$ cat config.mk
export PLATFORM = sky130hd
export DESIGN_NAME = rio_master_flat
export DESIGN_NICKNAME = d
export VERILOG_FILES = /design/src/hw/rio_pkg.sv /design/src/hw/rio_link_if.sv /design/src/hw/rio_master.sv /design/src/flat_wrapper.sv
export SDC_FILE = /design/constraint.sdc
export NUM_CORES = 1
export LEC_CHECK = 0
export BUFFER_PORTS_ARGS = -buffer_cell sky130_fd_sc_hd__buf_2
export CAP_MARGIN = 15
export CORE_MARGIN = 4
export CORE_UTILIZATION = 25
export DETAILED_ROUTE_END_ITERATION = 7
export PLACE_DENSITY_LB_ADDON = 0.25
export SLEW_MARGIN = 20
export SYNTH_ARGS = -nofsm -noshare
export SYNTH_HDL_FRONTEND = slang
export SYNTH_SLANG_ARGS = --single-unit
$ cat constraint.sdc
create_clock -name ref_clk -period 4.1 [get_ports ref_clk]
set_clock_uncertainty 0.05 [all_clocks]
set_input_delay 0.41 -clock ref_clk [delete_from_list [all_inputs] [get_ports ref_clk]]
set_output_delay 0.41 -clock ref_clk [all_outputs]
set_load 0.03 [all_outputs]
$ cat src/hw/rio_pkg.sv
// shared constants and types for the remote io serial master and slave
package rio_pkg;
  // station addressing
  localparam int RIO_MAX_SLAVES = 4;
  localparam logic [3:0] RIO_MASTER_ADDR = 4'h0;
  localparam logic [3:0] RIO_SLV_ADDR_MIN = 4'h1;
  localparam logic [3:0] RIO_SLV_ADDR_MAX = 4'hf;
  // error total
  localparam logic [15:0] RIO_ERR_RST = 16'h0000;
  localparam logic [15:0] RIO_ERR_MAX = 16'hffff;
  localparam logic [15:0] RIO_ERR_ONE = 16'h0001;
  // retry limit, 0 means no retry
  localparam logic [1:0] RIO_RETRY_RST = 2'h0;
  localparam logic [1:0] RIO_RETRY_MAX = 2'h3;
  // answer timeout, longest wait rounds down to whole cycles
  localparam int RIO_CLK_NS = 8;
  localparam int RIO_RSP_TIMEOUT_NS = 200;
  localparam logic [7:0] RIO_RSP_TIMEOUT_CYC = 8'(RIO_RSP_TIMEOUT_NS / RIO_CLK_NS);
  localparam logic [7:0] RIO_TMO_LAST = 8'h01;
  // slave reset values
  localparam logic [7:0] RIO_OUT_RST = 8'h00;

  typedef logic [3:0] rio_addr_t;
  typedef logic [3:0] rio_type_t;
  typedef logic [7:0] rio_data_t;
  typedef enum logic [1:0] {RIO_CMD_INIT, RIO_CMD_READ, RIO_CMD_WRITE} rio_cmd_e;
  typedef enum logic [1:0] {RIO_ST_OK, RIO_ST_INIT_ERR, RIO_ST_NO_SLAVE, RIO_ST_TIMEOUT}
    rio_status_e;

  // a slave station must sit in 1..f, never on the master's own address
  function automatic logic rio_addr_ok(input rio_addr_t a);
    return (a >= RIO_SLV_ADDR_MIN) && (a <= RIO_SLV_ADDR_MAX);
  endfunction
endpackage

$ cat src/hw/rio_link_if.sv
// word-level model of the remote io serial link between master and one slave
`timescale 1ns/10ps
`default_nettype none
interface rio_link_if (
  input wire logic ref_clk,
  input wire logic rst_b
);
  import rio_pkg::*;
  // request from master
  logic req_valid;
  rio_addr_t req_src;
  rio_addr_t req_dst;
  rio_cmd_e req_cmd;
  rio_data_t req_data;
  // answer from slave
  logic rsp_valid;
  rio_addr_t rsp_src;
  rio_addr_t rsp_dst;
  rio_status_e rsp_status;
  rio_data_t rsp_data;

  modport master (
    input ref_clk, rst_b,
    output req_valid, req_src, req_dst, req_cmd, req_data,
    input rsp_valid, rsp_src, rsp_dst, rsp_status, rsp_data
  );
  modport slave (
    input ref_clk, rst_b,
    input req_valid, req_src, req_dst, req_cmd, req_data,
    output rsp_valid, rsp_src, rsp_dst, rsp_status, rsp_data
  );
endinterface
`default_nettype wire

$ cat src/hw/rio_master.sv
// remote io serial master: slave init, app requests, retry and error total
`timescale 1ns/10ps
`default_nettype none
module rio_master (
  // link
  rio_link_if.master link,
  // environment setup
  input wire logic env_set,
  input wire logic [1:0] env_retry,
  input wire rio_pkg::rio_addr_t slot_addr [rio_pkg::RIO_MAX_SLAVES],
  output logic env_busy,
  // attached slave information
  output logic [rio_pkg::RIO_MAX_SLAVES-1:0] slot_present,
  output rio_pkg::rio_type_t slot_type [rio_pkg::RIO_MAX_SLAVES],
  // application request
  input wire logic app_valid,
  output logic app_ready,
  input wire logic [1:0] app_slot,
  input wire rio_pkg::rio_cmd_e app_cmd,
  input wire rio_pkg::rio_data_t app_wdata,
  // application answer
  output logic app_rsp_valid,
  output rio_pkg::rio_status_e app_rsp_status,
  output rio_pkg::rio_data_t app_rsp_data,
  // error total
  input wire logic err_clr,
  output logic [15:0] err_total
);
  import rio_pkg::*;

  typedef enum logic [1:0] {RIO_IDLE, RIO_SEND, RIO_WAIT} rio_state_e;

  rio_state_e state_q;
  logic [1:0] slot_q;
  rio_addr_t dst_q;
  rio_cmd_e cmd_q;
  rio_data_t wdata_q;
  logic init_run_q;
  logic [1:0] retry_lim_q;
  logic [1:0] tries_q;
  logic [7:0] tmo_q;
  logic [15:0] err_q;
  logic [RIO_MAX_SLAVES-1:0] present_q;
  rio_type_t type_q [RIO_MAX_SLAVES];
  logic rsp_valid_q;
  rio_status_e rsp_status_q;
  rio_data_t rsp_data_q;

  logic rsp_match_c;
  logic abn_c;
  logic retry_c;
  logic done_c;
  rio_status_e done_st_c;
  logic last_slot_c;
  logic [1:0] next_slot_c;

  // only an answer from the addressed slave, sent to us, ends the wait
  assign rsp_match_c = link.rsp_valid && (link.rsp_src == dst_q) &&
                       (link.rsp_dst == RIO_MASTER_ADDR);
  // abnormality: no matching answer before the timeout expires
  assign abn_c = (state_q == RIO_WAIT) && !rsp_match_c && (tmo_q == RIO_TMO_LAST);
  assign retry_c = abn_c && (tries_q < retry_lim_q);
  assign last_slot_c = (slot_q == 2'(RIO_MAX_SLAVES - 1));
  assign next_slot_c = slot_q + 2'h1;

  always_comb begin
    done_c = 1'b0;
    done_st_c = RIO_ST_OK;
    if (state_q == RIO_SEND && !rio_addr_ok(dst_q)) begin
      done_c = 1'b1;
      done_st_c = RIO_ST_NO_SLAVE;
    end else if (state_q == RIO_WAIT && rsp_match_c) begin
      done_c = 1'b1;
      done_st_c = link.rsp_status;
    end else if (abn_c && !retry_c) begin
      done_c = 1'b1;
      done_st_c = RIO_ST_TIMEOUT;
    end
  end

  // transfer sequencer; an env setup walks all four slots, sending init requests only to slots with a valid address
  always_ff @(posedge link.ref_clk) begin
    if (!link.rst_b) begin
      state_q <= RIO_IDLE;
      slot_q <= 2'h0;
      dst_q <= RIO_MASTER_ADDR;
      cmd_q <= RIO_CMD_INIT;
      wdata_q <= 8'h00;
      init_run_q <= 1'b0;
      retry_lim_q <= RIO_RETRY_RST;
      tries_q <= 2'h0;
      tmo_q <= RIO_RSP_TIMEOUT_CYC;
    end else begin
      case (state_q)
        RIO_IDLE: begin
          tries_q <= 2'h0;
          if (env_set) begin
            retry_lim_q <= env_retry;
            init_run_q <= 1'b1;
            slot_q <= 2'h0;
            dst_q <= slot_addr[0];
            cmd_q <= RIO_CMD_INIT;
            state_q <= RIO_SEND;
          end else if (app_valid) begin
            slot_q <= app_slot;
            dst_q <= slot_addr[app_slot];
            cmd_q <= app_cmd;
            wdata_q <= app_wdata;
            state_q <= RIO_SEND;
          end
        end
        RIO_SEND: begin
          tmo_q <= RIO_RSP_TIMEOUT_CYC;
          if (rio_addr_ok(dst_q)) begin
            state_q <= RIO_WAIT;
          end
        end
        RIO_WAIT: begin
          if (retry_c) begin
            tries_q <= tries_q + 2'h1;
            state_q <= RIO_SEND;
          end else if (!done_c) begin
            tmo_q <= tmo_q - 8'h01;
          end
        end
        default: begin
          state_q <= RIO_IDLE;
        end
      endcase
      if (done_c) begin
        tries_q <= 2'h0;
        if (init_run_q && !last_slot_c) begin
          slot_q <= next_slot_c;
          dst_q <= slot_addr[next_slot_c];
          cmd_q <= RIO_CMD_INIT;
          state_q <= RIO_SEND;
        end else begin
          init_run_q <= 1'b0;
          state_q <= RIO_IDLE;
        end
      end
    end
  end

  // slave table is rebuilt by each env setup from the init answers
  always_ff @(posedge link.ref_clk) begin
    if (!link.rst_b) begin
      present_q <= '0;
      for (int i = 0; i < RIO_MAX_SLAVES; i++) begin
        type_q[i] <= 4'h0;
      end
    end else if (state_q == RIO_IDLE && env_set) begin
      present_q <= '0;
    end else if (done_c && init_run_q) begin
      present_q[slot_q] <= (done_st_c == RIO_ST_OK);
      type_q[slot_q] <= (done_st_c == RIO_ST_OK) ? link.rsp_data[3:0] : 4'h0;
    end
  end

  // app answers carry the slave's status unchanged, initial error included
  always_ff @(posedge link.ref_clk) begin
    if (!link.rst_b) begin
      rsp_valid_q <= 1'b0;
      rsp_status_q <= RIO_ST_OK;
      rsp_data_q <= 8'h00;
    end else begin
      rsp_valid_q <= done_c && !init_run_q;
      if (done_c && !init_run_q) begin
        rsp_status_q <= done_st_c;
        rsp_data_q <= rsp_match_c ? link.rsp_data : 8'h00;
      end
    end
  end

  // every detected abnormality counts until the total holds at ffff, so each retry adds one;
  // a count in the clear cycle survives as one rather than being lost
  always_ff @(posedge link.ref_clk) begin
    if (!link.rst_b) begin
      err_q <= RIO_ERR_RST;
    end else if (abn_c && err_clr) begin
      err_q <= RIO_ERR_ONE;
    end else if (abn_c && err_q != RIO_ERR_MAX) begin
      err_q <= err_q + RIO_ERR_ONE;
    end else if (err_clr) begin
      err_q <= RIO_ERR_RST;
    end
  end

  // request frame; source is always the master station
  assign link.req_valid = (state_q == RIO_SEND) && rio_addr_ok(dst_q);
  assign link.req_src = RIO_MASTER_ADDR;
  assign link.req_dst = dst_q;
  assign link.req_cmd = cmd_q;
  assign link.req_data = wdata_q;

  assign env_busy = init_run_q;
  assign app_ready = (state_q == RIO_IDLE) && !env_set;
  assign slot_present = present_q;
  assign slot_type = type_q;
  assign app_rsp_valid = rsp_valid_q;
  assign app_rsp_status = rsp_status_q;
  assign app_rsp_data = rsp_data_q;
  assign err_total = err_q;
endmodule // rio_master
`default_nettype wire

$ cat src/flat_wrapper.sv
// flat-port wrapper written by rule: the top's interface ports become plain ports
module rio_master_flat import rio_pkg::*;
  (env_set, env_retry, slot_addr, env_busy, slot_present, slot_type, app_valid, app_ready, app_slot, app_cmd, app_wdata, app_rsp_valid, app_rsp_status, app_rsp_data, err_clr, err_total, ref_clk, rst_b, link_req_valid, link_req_src, link_req_dst, link_req_cmd, link_req_data, link_rsp_valid, link_rsp_src, link_rsp_dst, link_rsp_status, link_rsp_data);
  rio_link_if link_i (.ref_clk(ref_clk), .rst_b(rst_b));
  input wire logic env_set;
  input wire logic [1:0] env_retry;
  input wire rio_pkg::rio_addr_t slot_addr[rio_pkg::RIO_MAX_SLAVES];
  output logic env_busy;
  output logic [rio_pkg::RIO_MAX_SLAVES-1:0] slot_present;
  output rio_pkg::rio_type_t slot_type[rio_pkg::RIO_MAX_SLAVES];
  input wire logic app_valid;
  output logic app_ready;
  input wire logic [1:0] app_slot;
  input wire rio_pkg::rio_cmd_e app_cmd;
  input wire rio_pkg::rio_data_t app_wdata;
  output logic app_rsp_valid;
  output rio_pkg::rio_status_e app_rsp_status;
  output rio_pkg::rio_data_t app_rsp_data;
  input wire logic err_clr;
  output logic [15:0] err_total;
  input wire logic ref_clk;
  input wire logic rst_b;
  output wire logic [$bits(link_i.req_valid)-1:0] link_req_valid;
  output wire logic [$bits(link_i.req_src)-1:0] link_req_src;
  output wire logic [$bits(link_i.req_dst)-1:0] link_req_dst;
  output wire logic [$bits(link_i.req_cmd)-1:0] link_req_cmd;
  output wire logic [$bits(link_i.req_data)-1:0] link_req_data;
  input wire logic [$bits(link_i.rsp_valid)-1:0] link_rsp_valid;
  input wire logic [$bits(link_i.rsp_src)-1:0] link_rsp_src;
  input wire logic [$bits(link_i.rsp_dst)-1:0] link_rsp_dst;
  input wire logic [$bits(link_i.rsp_status)-1:0] link_rsp_status;
  input wire logic [$bits(link_i.rsp_data)-1:0] link_rsp_data;
  assign link_req_valid = link_i.req_valid;
  assign link_req_src = link_i.req_src;
  assign link_req_dst = link_i.req_dst;
  assign link_req_cmd = link_i.req_cmd;
  assign link_req_data = link_i.req_data;
  assign link_i.rsp_valid = link_rsp_valid;
  assign link_i.rsp_src = link_rsp_src;
  assign link_i.rsp_dst = link_rsp_dst;
  assign link_i.rsp_status = link_rsp_status;
  assign link_i.rsp_data = link_rsp_data;
  rio_master u_core (.link(link_i), .env_set(env_set), .env_retry(env_retry), .slot_addr(slot_addr), .env_busy(env_busy), .slot_present(slot_present), .slot_type(slot_type), .app_valid(app_valid), .app_ready(app_ready), .app_slot(app_slot), .app_cmd(app_cmd), .app_wdata(app_wdata), .app_rsp_valid(app_rsp_valid), .app_rsp_status(app_rsp_status), .app_rsp_data(app_rsp_data), .err_clr(err_clr), .err_total(err_total));
endmodule
# After elaboration in Yosys (flattened, before gate mapping)
# Index checks and enable logic that the tools add are counted.
# classes
add_sub_neg	4
mul	0
n_div	0
order_cmp	9
n_eq_ne	12
shift	0
n_mux	54
bitwise	6
reduce_logical	41
# ops
operator	count
$mux 4	11
$mux 2	19
$mux 16	2
$mux 8	3
$logic_and 1x1->1	19
$add 16x1->16 const B	1
$bmux 4 s2	2
$bwmux 16	1
$ne 16x16->1 const B	1
$pmux 8 s2	1
$mux 1	10
$ge 3x3->1 const B	3
$not 2->3	3
$reduce_and 3->1	3
$demux 4 s2	1
$eq 8x1->1 const B	1
$sub 8x1->8 const B	1
$logic_not 1->1	6
$pmux 2 s3	1
$reduce_and 2->1	3
$reduce_bool 2->1	3
$reduce_or 2->1	3
$add 2x1->2 const B	2
$bwmux 4	1
20 further kinds	25
# word_totals
reg_bits	78
latchBits	0
ram_bits	0
romBits	0
inputBits	54
out_inout_bits	68
n_memories	0

# Depth between registers and ports, before layout
# logic_depth
depth_word	15
ltp_mapped	9
mapped_depth_nobuf	7

# Worst setup path after synthesis
# Ideal clock, no wire load.
# synth_path
path_type	flip-flop to flip-flop
from	register u_core.err_q[0], in the netlist u_core.err_total[0]
to	register u_core.err_q[1], in the netlist u_core.err_total[1]
setup_ps	70
t_arrival_ps	2035
required_ps	3980
path_slack_ps	1944
path_stages_with_launch	9
n_path_buf	2
synth_period_minus_slack_ps	2156
cell_sequence	dfxtp_1 -> ha_1 -> inv_1 -> or3_1 -> nor3_1 -> buf_2 -> buf_2 -> o21ai_0 -> a21oi_1
# synth_between
elab_chain_len	3
word_cells_on_any_way	5
classes_between	add/sub (1); eq/ne (1); mux (1); reduce/logical (2)
# synth_lines
element	line	text
start, declared	rio_master.sv:42	logic [15:0] err_q;
start signal, assigned	rio_master.sv:183	err_q <= err_q + RIO_ERR_ONE;
parallel branches: the longest is 3 deep, another holds $add 16x1->16	n/a	
# Parallel ways; which one is timed is not known.
# A chain may end at the register's enable or synchronous reset.

# Worst setup path in the final report
# layout_path
from	register u_core.state_q[0]
to	register u_core.type_q (netlist bit u_core.slot_type[6])
# layout_between
elab_chain_len	12
word_cells_on_any_way	23
classes_between	eq/ne (2); mux (8); bitwise (1); reduce/logical (12)
# layout_lines
element	line	text
start, declared	rio_master.sv:33	rio_state_e state_q;
start signal, assigned	rio_master.sv:84	state_q <= RIO_IDLE;
start signal, assigned	rio_master.sv:103	state_q <= RIO_SEND;
start signal, assigned	rio_master.sv:109	state_q <= RIO_SEND;
$eq 2x2->1	rio_master.sv:61, rio_master.sv:72	
$logic_and 1x1->1 (2 in a row)	rio_master.sv:61	assign abn_c = (state_q == RIO_WAIT) && !rsp_match_c && (tmo_q == RIO_TMO_LAST);
$logic_and 1x1->1	rio_master.sv:62	assign retry_c = abn_c && (tries_q < retry_lim_q);
$logic_not 1->1	rio_master.sv:75	end else if (abn_c && !retry_c) begin
$logic_and 1x1->1	rio_master.sv:75	
$mux 2	rio_master.sv:75	
$mux 2	rio_master.sv:72	end else if (state_q == RIO_WAIT && rsp_match_c) begin
$mux 2	rio_master.sv:69	if (state_q == RIO_SEND && !rio_addr_ok(dst_q)) begin
$logic_not 2->1	rio_master.sv:156	type_q[slot_q] <= (done_st_c == RIO_ST_OK) ? link.rsp_data[3:0] : 4'h0;
$mux 4	rio_master.sv:156	
$bwmux 16	rio_master.sv:156	
end signal, assigned by index	rio_master.sv:156	
end, declared	rio_master.sv:44	rio_type_t type_q [RIO_MAX_SLAVES];
# Several ways; a longest one is shown, not always the timed one.

==> results <==
- At the end of the flow, the number of nets in the layout was 665.
- The signal arrival time at the worst endpoint is 2.97 ns.
- The via total after detailed routing is 4,198.
- The total area inside the core boundary comes to 0.01670 mm2.
- The final setup violation count is 0.
- The remaining max-slew budget at the tightest pin is 0.3114.
- The wire-length estimate of the detail-placed layout is between 9000 and 10,000 um.
- The count of pins over their slew limit is 0.
- For this block, the routed nets add up to 13,100 um of wire.
- The die covers a little under 0.02 mm2.
- The sum of negative setup slack is 0 ns.
- The data required time of the critical path is 4.26 ns.
- The final hold violation count was 0.
- The number of violations reported at the end of detailed-routing iteration 0 is 248.
- The per-instance average area after synthesis is 8.608 um2.
- Of the total power, combinational logic draws 0.274.
- Once the clock tree was built, the resizer swapped 0 gates to a different size.
- Entering global routing, the biggest net connects 51 pins.
- TritonCTS created 9 clock buffers.
- For this design the static power due to leakage is 2.248 nW.
- In this run, synthesis inferred 0 flip-flops with an integrated enable.
- The cell at the root of the clock tree is clkbuf_16.
- The TritonCTS clock tree is done.
- The power density over the cells is 438.5 mW/mm2.
- The switching portion of total power is 0.3463.
- Across every metal layer, demand over resource in global routing totals 0.1338.
- For this design the total switching power over the nets is 0.8108 mW.
- The number of storage elements in the synthesis netlist is slightly below 80.
- The internal portion of the total power is 1.531 mW.
- The final critical path time including I/O delays and setup is approximately 2.8 ns.
- The clock latency reported for the late side of the worst-skew pair is 0.35 ns.
- The fraction of final layout cells sized beyond drive strength 1 is 0.2587.
- After clock tree synthesis, the clock-pin slew on the worst setup and hold paths is 0.06 ns.
- Yosys mapped the design onto 64 distinct sky130hd cell types.
- After filler insertion, the fill cell instance count of the layout stands at 1,783.
- The first global-routing pass estimated 21,270 um of wire.
- The Yosys step of the flow raised 0 warnings.
- The average wire length per cell after detail routing is approximately 16 um.
- The number of placed instances with taps included is 808.
- The number of standard-cell rows in the floorplan is 47.
- Setup repair after global routing left no endpoint under its margin.
- The number of global-route vias before repair is 4,202.
- The sequential cells in the finished layout cover a total of around 0.0016 mm2.
- Using the TritonRoute via totals, the vias-per-cell ratio works out to just over 5.
- In the global route stage, met2 resource usage came out at 0.2288.
- In this run the worst path has a maximum fanout of 19.
- Measured along the y axis, the die boundary spans 139.1 um.
- The commonest register cell after synthesis is dfxtp_1.
- Static timing analysis puts the maximum clock frequency at 0.3559 GHz.
- The number of setup buffers added after CTS is 0.
- The number of clock sinks is 78.
- The class of the tightest hold or removal check is in2reg.
- The synthesized instance count is 499.
- The H-tree was split into 3 levels.
- The element type at the critical path end is a register.
- For this design, the CTS-stage hold fixing added 0 buffers.
- The most frequent standard cell in the layout excluding fill and tap cells is buf_2.
- The final antenna diode count is 0.
- The worst setup path is of the reg2reg kind.
- The max-cap violation count is 0.
- The most crowded layer after global routing is met2.
- The maximum ir drop on the vdd rail is 0.0002133 V.
- Counting flops with an async set or reset pin after synthesis yields a share of 0.
- The effective utilization at floorplan is 0.2572.
- At the end of routability-driven placement, the weighted congestion stood at 0.7960.
- The count of nets left with antenna violations once routing finished came out at 0.
- Global routing finished with a remaining overflow of 0.
- For met1 alone, demand over resource in global routing was 0.1608.
- Counting along the longest clock path gives a buffer depth of 2.
- The transition at the pin with the smallest max-transition slack is 1.033 ns.
- The number of antenna violations at the first check in global routing was 0.
- The width of the die is around 140 um.
- The kind of start point of the critical path is a register.
- The sequential share of power is 0.370.
- In the final layout, the multi-input gates occupy 0.002515 mm2.
- After detailed routing, the number of remaining DRC violations is 0.
- Leaving out fill and tap cells, the most frequent cells in the layout are 117 x buf_2, 86 x nand2_1, 78 x dfxtp_1, 32 x a21oi_1, 26 x mux2i_1.
- The run finished with clean final reports.
- The synthesized netlist occupies a cell area of 0.004295 mm2.
- The area growth from synthesis to layout is 24.32%.
- The top-level I/O count is ~120.
- The final worst-path cycle share is 0.6852.
- During placement, the flow inserted port buffers numbering 117.
- The portion of total power attributed to the clock network is 0.356.
- The first TritonRoute pass finished after 5 iterations.
- For this run, global-route usage on met3 was measured as 0.03276.
- Excluding fillers, the count of instances in the completed layout stands at 823.
- The sequential cell area fraction in the yosys report is 0.3635.
-- routing by layer --
metal | vias up | wire (um)
met3 | 22 | 603
met2 | 100 | 6327
li1 | 2061 | -
met1 | 2015 | 5912
met4 | 0 | 258
met5 | - | 0
-- worst max-delay path, stage by stage (launching register included) --
cell	delay [ns]
dfxtp_1	0.35
inv_1	0.09
ha_1	0.46
nand4_1	0.35
a211oi_4	0.72
o2111ai_1	0.43
mux2i_1	0.22
-- per-stage QoR --
step                utilization  area, um2  hold slack, ns  total power [mW]  setup WS (ns)
floorplan                     -       4307          0.3863             1.340          1.944
global placement         0.3012       5031          0.3912             1.518          1.438
detailed placement       0.3012       5031          0.3867             1.523          1.307
CTS                      0.3197       5340          0.2154             2.364          1.306
global route             0.3197       5340          0.2198             2.460          1.099
finish                   0.3197       5340          0.2236             2.342          1.290
-- cells by family after synthesis --
logic type	after synthesis	synth area share
fa+ha+maj	12	0.03495
simple gates	192	0.2292
flops	78	0.3635
buf+inv	52	0.05360
other cells	1	0.0008730
compound gates	125	0.2150
xor+xnor	4	0.008155
mux	35	0.09467
-- registers in the layout, indices dropped and copies added (netlist names), 4 cells and up --
register,count
u_core.app_rsp_data,8
u_core.err_total,16
u_core.link.req_data,8
u_core.link.req_dst,4
u_core.slot_present,4
u_core.slot_type,16
u_core.tmo_q,8
-- synth_stat cells (all sizes together) (8+ instances only) --
master  instances  area [um2]
nand3          11       55.05
clkbuf         19       71.32
inv            17       63.81
nand2          86       322.8
ha             12       150.1
dfxtp          78        1562
nand4           9       56.30
buf            16       95.09
o21ai           9       45.04
o211ai         16       120.1
a32o            8       80.08
a21oi          32       160.2
nor3           12       60.06
nor2           17       63.81
or4            16       120.1
nor4            8       71.32
mux2i          26       260.3
o31ai          11       82.58
-- cell type report --
cell class              instances  share of cell area
clock buffers                  12             0.04991
well taps                     220             0.05155
clock inverters                 3            0.007966
flip-flops and latches         78              0.2924
inverters                      17             0.01195
multi-input cells             372              0.4709
repair buffers                121              0.1153
-- path summary, 6_finish.rpt --
kind                                                             from                                     to  slack (ns)  cells past startpoint
worst min register to register  u_core.app_rsp_status[1]$_SDFFE_PN0P_  u_core.app_rsp_status[1]$_SDFFE_PN0P_        0.40                      2
worst max-delay path                   u_core.state_q[0]$_SDFFE_PN0P_       u_core.slot_type[6]$_SDFFE_PN0P_        1.29                      6
worst min-delay path                                 link_rsp_data[5]    u_core.app_rsp_data[5]$_SDFFE_PN0P_        0.22                      2
worst max register to register         u_core.state_q[0]$_SDFFE_PN0P_       u_core.slot_type[6]$_SDFFE_PN0P_        1.29                      6
-- power by group through the flow --
stage | logic [mW] | clock network [mW] | registers, mW
floorplan | 0.420 | 0 | 0.920
global placement | 0.636 | 0 | 0.882
detailed placement | 0.638 | 0 | 0.885
CTS | 0.642 | 0.853 | 0.869
global route | 0.701 | 0.883 | 0.876
finish | 0.640 | 0.834 | 0.867
Note: power is estimated with default switching activity, not from simulation.
